## src/pulse_unit_pkg.sv

```systemverilog
// constants, encodings and register map of the servo and signal pulse unit
`default_nettype none
package pulse_unit_pkg;
   // ----------------------------------------------------------------
   // sizes
   // ----------------------------------------------------------------
   localparam int NUM_PINS = 8;       // general purpose pins
   localparam int NUM_SERVO = 8;      // servo channels, 0-3 in, 4-7 out
   localparam int SERVO_IN_LAST = 3;  // last servo input channel
   localparam int NUM_SIG = 5;        // signal channels on pins 0-4
   localparam int SIG_OUT_FIRST = 1;  // pin 0 has no signal output
   localparam int DATA_W = 16;        // register data width
   localparam int ADDR_W = 8;         // register address width
   localparam int POS_W = 11;         // servo position width
   localparam int MEAS_W = 12;        // servo input us counter width
   localparam int FRAME_W = 16;       // servo frame us counter width
   localparam int PRE_W = 5;          // us prescaler width

   // ----------------------------------------------------------------
   // per-pin function selector
   // ----------------------------------------------------------------
   typedef enum logic [2:0] {
      MODE_INPUT = 3'h0,
      MODE_OUTPUT = 3'h1,
      MODE_SERVO_IN = 3'h2,
      MODE_SERVO_OUT = 3'h3,
      MODE_SIG_OUT = 3'h6,
      MODE_SIG_IN = 3'h7
   } pin_mode_t;

   // ----------------------------------------------------------------
   // register map: address = group * 8 + channel
   // ----------------------------------------------------------------
   localparam logic [4:0] GRP_MODE = 5'h00;       // pin function
   localparam logic [4:0] GRP_SERVO_EN = 5'h01;   // servo enable bit 0
   localparam logic [4:0] GRP_SERVO_POS = 5'h02;  // servo position
   localparam logic [4:0] GRP_SIG_EN = 5'h03;     // signal enable bit 0
   localparam logic [4:0] GRP_SIG_PERIOD = 5'h04; // period in cycles
   localparam logic [4:0] GRP_SIG_HIGH = 5'h05;   // high time in cycles
   localparam logic [4:0] GRP_SIG_COUNT = 5'h06;  // event count, w clears
   localparam logic [4:0] GRP_PIN = 5'h07;        // ch0 level, ch1 inputs
   localparam logic [2:0] PIN_CH_LEVEL = 3'h0;    // plain output levels
   localparam logic [2:0] PIN_CH_INPUTS = 3'h1;   // pin input levels

   // ----------------------------------------------------------------
   // reset values
   // ----------------------------------------------------------------
   localparam pin_mode_t MODE_RST = MODE_INPUT;
   localparam logic [POS_W-1:0] POS_RST = 11'h000;
   localparam logic [DATA_W-1:0] SIG_PERIOD_RST = 16'h0000;
   localparam logic [DATA_W-1:0] SIG_HIGH_RST = 16'h0000;

   // ----------------------------------------------------------------
   // timing
   // ----------------------------------------------------------------
   localparam int CLK_PERIOD_NS = 50;      // ref_clk period
   localparam int US_NS = 1000;            // one microsecond in ns
   localparam int CYC_PER_US = US_NS / CLK_PERIOD_NS;
   localparam int SERVO_FRAME_MS = 20;     // servo frame period
   localparam int SERVO_MIN_MS = 1;        // shortest high phase
   localparam int SERVO_MAX_MS = 2;        // longest high phase
   localparam int SERVO_FRAME_US = SERVO_FRAME_MS * 1000;
   localparam int SERVO_MIN_US = SERVO_MIN_MS * 1000;
   localparam int SERVO_MAX_US = SERVO_MAX_MS * 1000;
   localparam int POS_SPAN = SERVO_MAX_US - SERVO_MIN_US;
endpackage : pulse_unit_pkg
`default_nettype wire

```

## src/servo_and_signal_pulse_unit.sv

```systemverilog
// servo pulse, servo measure and square wave unit on general pins
`timescale 1ns/1ns
`default_nettype none

module servo_and_signal_pulse_unit
   import pulse_unit_pkg::*;
#(
   parameter int FRAME_US = SERVO_FRAME_US, // servo frame length in us
   parameter int SW = DATA_W                // signal counter width
) (
   input wire logic ref_clk,                      // 20 MHz clock
   input wire logic sys_rst,                      // async reset, high
   input wire logic [ADDR_W-1:0] reg_addr,        // register address
   input wire logic [DATA_W-1:0] reg_wdata,       // write data
   input wire logic reg_wr,                       // write strobe
   input wire logic reg_rd,                       // read strobe
   output logic [DATA_W-1:0] reg_rdata,           // read data, next cycle
   input wire logic [NUM_PINS-1:0] general_io_pin_in,   // pin levels
   output logic [NUM_PINS-1:0] general_io_pin_out,      // pin drive
   output logic [NUM_PINS-1:0] general_io_pin_oe_n      // low drives
);

   // ----------------------------------------------------------------
   // decode and storage
   // ----------------------------------------------------------------
   logic [4:0] grp;                             // address group
   logic [2:0] ch;                              // channel in group
   pin_mode_t mode_reg [NUM_PINS];              // pin function
   logic [NUM_SERVO-1:0] servo_en_reg;          // servo enables
   logic [POS_W-1:0] pos_reg [NUM_SERVO];       // positions
   logic [MEAS_W-1:0] meas_reg [NUM_SERVO];     // high time in us
   logic [NUM_SIG-1:0] sig_en_reg;              // signal enables
   logic [SW-1:0] period_reg [NUM_SIG];         // signal period
   logic [SW-1:0] high_reg [NUM_SIG];           // signal high time
   logic [SW-1:0] phase_reg [NUM_SIG];          // output phase counter
   logic [SW-1:0] count_reg [NUM_SIG];          // input event counter
   logic [NUM_PINS-1:0] level_reg;              // plain output levels
   logic [NUM_PINS-1:0] prev_reg;               // pin levels last cycle
   logic [PRE_W-1:0] pre_reg;                   // us prescaler
   logic [FRAME_W-1:0] frame_reg;               // servo frame in us
   logic us_tick;                               // one per microsecond
   logic [NUM_SERVO-1:0] servo_act;             // servo channel live
   logic [NUM_SIG-1:0] sig_in_act;              // counter live
   logic [NUM_SIG-1:0] sig_out_act;             // wave output live
   logic [NUM_PINS-1:0] pin_out_next;           // next pin level
   logic [NUM_PINS-1:0] pin_oe_n_next;          // next pin enable
   logic [DATA_W-1:0] rdata_next;               // read mux result

   assign grp = reg_addr[7:3];
   assign ch = reg_addr[2:0];
   assign us_tick = (pre_reg == PRE_W'(CYC_PER_US - 1));

   // converts a measured high time in us to a position
   function automatic logic [POS_W-1:0] us_to_pos(
      input logic [MEAS_W-1:0] us);
      if (us <= MEAS_W'(SERVO_MIN_US)) begin
         return '0;
      end else if (us >= MEAS_W'(SERVO_MAX_US)) begin
         return POS_W'(POS_SPAN);
      end else begin
         return POS_W'(us - MEAS_W'(SERVO_MIN_US));
      end
   endfunction : us_to_pos

   // limits a written position to the 1-2 ms span
   function automatic logic [POS_W-1:0] clamp_pos(
      input logic [DATA_W-1:0] v);
      if (v > DATA_W'(POS_SPAN)) begin
         return POS_W'(POS_SPAN);
      end else begin
         return POS_W'(v);
      end
   endfunction : clamp_pos

   // ----------------------------------------------------------------
   // channel activation
   // ----------------------------------------------------------------
   // an enable only counts while the pin holds the matching function
   always_comb begin
      for (int i = 0; i < NUM_SERVO; i++) begin
         if (i <= SERVO_IN_LAST) begin
            servo_act[i] = servo_en_reg[i] &
               (mode_reg[i] == MODE_SERVO_IN);
         end else begin
            servo_act[i] = servo_en_reg[i] &
               (mode_reg[i] == MODE_SERVO_OUT);
         end
      end
      for (int j = 0; j < NUM_SIG; j++) begin
         // signal channel j sits on pin j
         sig_in_act[j] = sig_en_reg[j] &
            (mode_reg[j] == MODE_SIG_IN);
         sig_out_act[j] = sig_en_reg[j] & (j >= SIG_OUT_FIRST) &
            (mode_reg[j] == MODE_SIG_OUT);
      end
   end

   // ----------------------------------------------------------------
   // configuration registers
   // ----------------------------------------------------------------
   // pin function selectors; unknown codes fall back to input
   always_ff @(posedge ref_clk or posedge sys_rst) begin
      if (sys_rst) begin
         for (int i = 0; i < NUM_PINS; i++) begin
            mode_reg[i] <= MODE_RST;
         end
      end else if (reg_wr && grp == GRP_MODE) begin
         unique case (reg_wdata[2:0])
            MODE_INPUT, MODE_OUTPUT, MODE_SERVO_IN, MODE_SERVO_OUT,
            MODE_SIG_OUT, MODE_SIG_IN: begin
               mode_reg[ch] <= pin_mode_t'(reg_wdata[2:0]);
            end
            default: begin
               mode_reg[ch] <= MODE_INPUT;
            end
         endcase
      end
   end

   // enables and plain output levels
   always_ff @(posedge ref_clk or posedge sys_rst) begin
      if (sys_rst) begin
         servo_en_reg <= '0;
         sig_en_reg <= '0;
         level_reg <= '0;
      end else if (reg_wr) begin
         if (grp == GRP_SERVO_EN) begin
            servo_en_reg[ch] <= reg_wdata[0];
         end
         if (grp == GRP_SIG_EN && ch < 3'(NUM_SIG)) begin
            sig_en_reg[ch] <= reg_wdata[0];
         end
         if (grp == GRP_PIN && ch == PIN_CH_LEVEL) begin
            level_reg <= reg_wdata[NUM_PINS-1:0];
         end
      end
   end

   // signal period and high time
   always_ff @(posedge ref_clk or posedge sys_rst) begin
      if (sys_rst) begin
         for (int j = 0; j < NUM_SIG; j++) begin
            period_reg[j] <= SW'(SIG_PERIOD_RST);
            high_reg[j] <= SW'(SIG_HIGH_RST);
         end
      end else if (reg_wr && ch < 3'(NUM_SIG)) begin
         if (grp == GRP_SIG_PERIOD) begin
            period_reg[ch] <= SW'(reg_wdata);
         end
         if (grp == GRP_SIG_HIGH) begin
            high_reg[ch] <= SW'(reg_wdata);
         end
      end
   end

   // ----------------------------------------------------------------
   // servo timebase
   // ----------------------------------------------------------------
   // microsecond prescaler and shared 20 ms frame counter
   always_ff @(posedge ref_clk or posedge sys_rst) begin
      if (sys_rst) begin
         pre_reg <= '0;
         frame_reg <= '0;
      end else begin
         pre_reg <= us_tick ? '0 : pre_reg + 1'b1;
         if (us_tick) begin
            if (frame_reg == FRAME_W'(FRAME_US - 1)) begin
               frame_reg <= '0;
            end else begin
               frame_reg <= frame_reg + 1'b1;
            end
         end
      end
   end

   // ----------------------------------------------------------------
   // servo positions and measurement
   // ----------------------------------------------------------------
   // inputs own their position; software writes only the outputs
   always_ff @(posedge ref_clk or posedge sys_rst) begin
      if (sys_rst) begin
         for (int i = 0; i < NUM_SERVO; i++) begin
            pos_reg[i] <= POS_RST;
            meas_reg[i] <= '0;
         end
      end else begin
         for (int i = 0; i < NUM_SERVO; i++) begin
            if (i <= SERVO_IN_LAST) begin
               if (!servo_act[i]) begin
                  meas_reg[i] <= '0;
               end else if (prev_reg[i] && !general_io_pin_in[i]) begin
                  // falling edge closes the pulse
                  pos_reg[i] <= us_to_pos(meas_reg[i]);
                  meas_reg[i] <= '0;
               end else if (general_io_pin_in[i] && us_tick &&
                            meas_reg[i] != '1) begin
                  meas_reg[i] <= meas_reg[i] + 1'b1;
               end
            end else if (reg_wr && grp == GRP_SERVO_POS &&
                         ch == 3'(i)) begin
               pos_reg[i] <= clamp_pos(reg_wdata);
            end
         end
      end
   end

   // ----------------------------------------------------------------
   // signal channels
   // ----------------------------------------------------------------
   // output phase counter wraps at the programmed period
   always_ff @(posedge ref_clk or posedge sys_rst) begin
      if (sys_rst) begin
         for (int j = 0; j < NUM_SIG; j++) begin
            phase_reg[j] <= '0;
         end
      end else begin
         for (int j = 0; j < NUM_SIG; j++) begin
            if (!sig_out_act[j] ||
                phase_reg[j] + 1'b1 >= period_reg[j]) begin
               phase_reg[j] <= '0;
            end else begin
               phase_reg[j] <= phase_reg[j] + 1'b1;
            end
         end
      end
   end

   // event counter; a pulse in the clearing cycle is still counted
   always_ff @(posedge ref_clk or posedge sys_rst) begin
      if (sys_rst) begin
         for (int j = 0; j < NUM_SIG; j++) begin
            count_reg[j] <= '0;
         end
      end else begin
         for (int j = 0; j < NUM_SIG; j++) begin
            if (sig_in_act[j] && general_io_pin_in[j] && !prev_reg[j]) begin
               if (reg_wr && grp == GRP_SIG_COUNT && ch == 3'(j)) begin
                  count_reg[j] <= SW'(1);
               end else begin
                  count_reg[j] <= count_reg[j] + 1'b1;
               end
            end else if (reg_wr && grp == GRP_SIG_COUNT && ch == 3'(j)) begin
               count_reg[j] <= '0;
            end
         end
      end
   end

   // ----------------------------------------------------------------
   // pin drivers
   // ----------------------------------------------------------------
   // choose each pin's level from its function
   always_comb begin
      for (int p = 0; p < NUM_PINS; p++) begin
         pin_out_next[p] = 1'b0;
         pin_oe_n_next[p] = 1'b1;
         unique case (mode_reg[p])
            MODE_OUTPUT: begin
               pin_out_next[p] = level_reg[p];
               pin_oe_n_next[p] = 1'b0;
            end
            MODE_SERVO_OUT: begin
               pin_oe_n_next[p] = 1'b0;
               // servo outputs exist only on pins 4-7
               pin_out_next[p] = servo_act[p] && (frame_reg <
                  FRAME_W'(SERVO_MIN_US) + FRAME_W'(pos_reg[p]));
            end
            MODE_SIG_OUT: begin
               pin_oe_n_next[p] = 1'b0;
               // high at or above a nonzero period keeps phase below it: steady high
               if (p < NUM_SIG) begin
                  pin_out_next[p] = sig_out_act[p] &&
                     (phase_reg[p] < high_reg[p]);
               end
            end
            MODE_INPUT, MODE_SERVO_IN, MODE_SIG_IN: begin
               pin_oe_n_next[p] = 1'b1;
            end
         endcase
      end
   end

   // pin output flops and input history
   always_ff @(posedge ref_clk or posedge sys_rst) begin
      if (sys_rst) begin
         general_io_pin_out <= '0;
         general_io_pin_oe_n <= '1;
         prev_reg <= '0;
      end else begin
         general_io_pin_out <= pin_out_next;
         general_io_pin_oe_n <= pin_oe_n_next;
         prev_reg <= general_io_pin_in;
      end
   end

   // ----------------------------------------------------------------
   // register read
   // ----------------------------------------------------------------
   // read mux; unmapped addresses read zero
   always_comb begin
      rdata_next = '0;
      unique case (grp)
         GRP_MODE: rdata_next = DATA_W'(mode_reg[ch]);
         GRP_SERVO_EN: rdata_next = DATA_W'(servo_en_reg[ch]);
         GRP_SERVO_POS: rdata_next = DATA_W'(pos_reg[ch]);
         GRP_SIG_EN, GRP_SIG_PERIOD, GRP_SIG_HIGH, GRP_SIG_COUNT: begin
            if (ch < 3'(NUM_SIG)) begin
               if (grp == GRP_SIG_EN) begin
                  rdata_next = DATA_W'(sig_en_reg[ch]);
               end else if (grp == GRP_SIG_PERIOD) begin
                  rdata_next = DATA_W'(period_reg[ch]);
               end else if (grp == GRP_SIG_HIGH) begin
                  rdata_next = DATA_W'(high_reg[ch]);
               end else begin
                  rdata_next = DATA_W'(count_reg[ch]);
               end
            end
         end
         GRP_PIN: begin
            if (ch == PIN_CH_LEVEL) begin
               rdata_next = DATA_W'(level_reg);
            end else if (ch == PIN_CH_INPUTS) begin
               rdata_next = DATA_W'(general_io_pin_in);
            end
         end
         default: rdata_next = '0;
      endcase
   end

   // read data stands one cycle after the strobe, zero otherwise
   always_ff @(posedge ref_clk or posedge sys_rst) begin
      if (sys_rst) begin
         reg_rdata <= '0;
      end else begin
         reg_rdata <= reg_rd ? rdata_next : '0;
      end
   end

endmodule : servo_and_signal_pulse_unit
`default_nettype wire

```

## config.mk

```make
export PLATFORM = sky130hd
export DESIGN_NAME = servo_and_signal_pulse_unit
export DESIGN_NICKNAME = d
export VERILOG_FILES = /design/src/pulse_unit_pkg.sv /design/src/servo_and_signal_pulse_unit.sv
export SDC_FILE = /design/constraint.sdc
export NUM_CORES = 2
export LEC_CHECK = 0
export ABC_AREA = 1
export BUFFER_PORTS_ARGS = -buffer_cell sky130_fd_sc_hd__buf_4
export CORE_UTILIZATION = 61
export DETAILED_ROUTE_END_ITERATION = 6
export GPL_TIMING_DRIVEN = 0
export PLACE_DENSITY = 0.78
export SLEW_MARGIN = 10
export SYNTH_ARGS = -nofsm -noshare
export SYNTH_HDL_FRONTEND = slang
export SYNTH_SLANG_ARGS = --single-unit
```

## constraint.sdc

```tcl
create_clock -name ref_clk -period 18.1 [get_ports ref_clk]
set_clock_uncertainty 0.05 [all_clocks]
set_input_delay 0.905 -clock ref_clk [delete_from_list [all_inputs] [get_ports ref_clk]]
set_output_delay 0.905 -clock ref_clk [all_outputs]
set_load 0.05 [all_outputs]
```

==> summary.txt <==
Floorplanning
  • Initial Util: between 60 and 70%
  • Site row count: 84
  • Die area: ~54000 um2
  • IO Count: about 70
  • Die Y-Extent: between 200 and 250 um
  • Horiz. Die Dim: 233 um
  • Placeable Area: 52600 um2

Global route
  • Largest net degree at the start of global routing: ~120
  • First-pass GRT wire length: ~170000 um
  • Number of global-route vias before repair: 28700
  • GRT Residual Overflow: 0
  • Initial antenna violation count: 5
  • Total track usage: 40.5%

STA
  • Hold slack: 214 ps
  • Worst-margin pin slew: between 1000 and 1500 ps
  • RSZ-0062 raised after global routing: false
  • Period utilization: about a fifth
  • Slew headroom: between 10% and 20%
  • Maximum clock frequency: roughly 0.27 GHz
  • Final hold vios: 0
  • Pins over their slew limit: 0
  • Setup TNS: 0 ps
  • Final Setup Violations: 0
  • Post-layout min period: ~3700 ps

Yosys
  • Number of synthesized register bits: between 500 and 600
  • Syn Std Cell Area: between 30000 and 40000 um2
  • Async set-reset flop share out of synthesis: 100%
  • Main synth FF type: dfrtp_1
  • Yosys cell types: between 50 and 60
  • Register area share after synthesis: 41.9%
  • Yosys warns: 0
  • EDFF count, synth: 0
  • Synth Instances: about 4300
  • Synth Net Count: about 4600
  • Mean Syn Cell Area: between 7 and 8 um2

Clocking
  • Clock slew at reported path FFs: roughly 60 ps
  • CTS tree: built
  • Htree depth: 2
  • CTS Hold Bufs: 0
  • Clock root buffer: clkbuf_16
  • Worst-Skew Late Latency: around 660 ps
  • TritonCTS Buffers: 59
  • Longest Clk Path Bufs: 3
  • Setup bufs post-CTS: 0
  • Post-CTS sizing: 0
  • CTS Sinks: roughly 540

Worst setup path
  • FF-to-FF setup slack: ~14000 ps
  • Slowest stage delay, CP: between 400 and 500 ps
  • CP endpoint kind: register
  • CP most frequent cell: nand3_1
  • Setup CP Type: reg2reg
  • Crit path buffers/inverters: 2
  • Crit path DAT: a little over 4000 ps
  • Critical path's top delay family: simple AND/OR/NAND/NOR gates
  • Slowest CP cell: nor3_1
  • Crit start category: register
  • Worst-path cell chain: ha_1 -> nand3_1 -> nor3_1 -> nand2_1 -> nor2_1 -> nand3_1 -> xor2_1 -> inv_1 -> ha_1 -> nand3_1 -> nor3_1 -> nand3_1 -> nand4_1 -> clkbuf_1 -> nor2_1
  • Critical Path RT: 18560 ps
  • Critical path peak fanout: 10

Layout
  • Most common cell after layout, fill and taps aside: nand2_1
  • Area added between synthesis and finish: 10.2%
  • Finished Layout Cells: roughly 5200
  • Largest register FFs: 88
  • Share of layout cells above drive strength 1: under 10%
  • Nets@finish: between 4000 and 5000
  • Final instance area: 35700 um2
  • Commonest non-fill, non-tap cells in the layout: nand2_1, inv_1, dfrtp_1

Routing
  • Number of nets with antenna violations after detailed routing: 0
  • First-pass detailed-route iteration total: 6
  • Iter 0 DRT Violations: approximately 3700
  • WL final: around 110000 um
  • Residual DRC count: 0
  • Vias per cell: between 6 and 7
  • Routed len/inst: 21.0 um
  • Vias: 31200

Placement
  • GPL Wtd Cong: ~1.1
  • Inst Count DP: between 5000 and 6000
  • Post-Place Cell Area: roughly 34000 um2
  • DP Wirelength: ~80000 um
  • Port buffer count: 65

Run status
  • Status: finished clean

Pwr
  • Pwr Density: between 70 and 80 nW/um2
  • VDD IR max: 75.9 uV
  • Final Total Pwr: between 2000 and 3000 uW
  • Leakage: between 0.015 and 0.02 uW

Worst hold path
  • Worst Hold Class: in2async

Run
  • MaxCap Viol Count: 0
==> worst paths after layout <==
kind	from	depth (start not counted)	to
min reg2reg	pre_reg[0]	1	pre_reg[0]
min in group ref_clk	general_io_pin_in[4]	1	prev_reg[4]
max in group asynchronous	sys_rst	5	period_reg[10]
max reg2reg	phase_reg[0]	15	phase_reg[10]
max	phase_reg[0]	15	phase_reg[10]
min	sys_rst	2	meas_reg[56]
==> synthesized netlist by cell type (all sizes together), types with 9 or more instances <==
| library cell | count | area share, % |
|---|---|---|
| dfrtp | 535 | 41 |
| o21ai | 403 | 6.2 |
| a21oi | 239 | 3.7 |
| nor2 | 401 | 4.8 |
| ha | 203 | 7.8 |
| nor4 | 9 | 0.17 |
| nand3 | 192 | 3.0 |
| nand4 | 136 | 2.6 |
| a31oi | 31 | 0.60 |
| nand2 | 1092 | 13 |
| or2 | 10 | 0.19 |
| buf | 71 | 1.2 |
| inv | 592 | 6.9 |
| clkbuf | 61 | 0.71 |
| o211ai | 11 | 0.25 |
| o2111ai | 16 | 0.43 |
| o22ai | 26 | 0.50 |
| nor3 | 103 | 1.8 |
| o21a | 17 | 0.39 |
| xnor2 | 12 | 0.32 |
| xor2 | 96 | 2.6 |
==> final cells by class <==
class,instances,area [um2]
clock buffer,99,1740
fill,4626,16800
antenna,2,5.00
tap,688,861
multi-input combinational,3043,16000
timing repair buffer,71,633
buffer,132,616
clock inverter,9,60.1
inverter,593,2240
sequential,543,13600
==> per-stage QoR <==
step	util [%]	setup slack, ps
2_1_floorplan	-	1980
3_3_place_gp	64.3	-3860
3_5_place_dp	64.6	14460
4_1_cts	68.0	14450
5_1_grt	68.0	14010
6_report	68.0	14450
==> routing by layer <==
layer	vias to the layer above	global-route usage [%]	routed length [um]
met2	1734	60.8	46700
met5	-	0	69
li1	14400	-	-
met1	14700	54.6	43700
met4	10	22.2	6950
met3	409	8.77	11400
==> cell families (layout without fill, tap and decap cells) <==
| group | Yosys count | count (layout) | synth area share [%] |
|---|---|---|---|
| AOI/OAI and AO/OA | 773 | 773 | 12.8 |
| adders and majority gates | 203 | 203 | 7.83 |
| muxes | 3 | 3 | 0.104 |
| and+or+nand+nor | 1956 | 1956 | 25.6 |
| other | 0 | 2 | 0 |
| xor gates and xnor gates | 108 | 108 | 2.92 |
| DFF | 543 | 543 | 41.9 |
| buffers and inverters | 725 | 904 | 8.77 |
==> where the power goes <==
part           leakage, uW  internal [uW]  switching, uW
Combinational      0.00959           80.5            203
Sequential         0.00700           1260           49.1
Clock             0.000878            648            507
(Power assumes the default switching activity.)
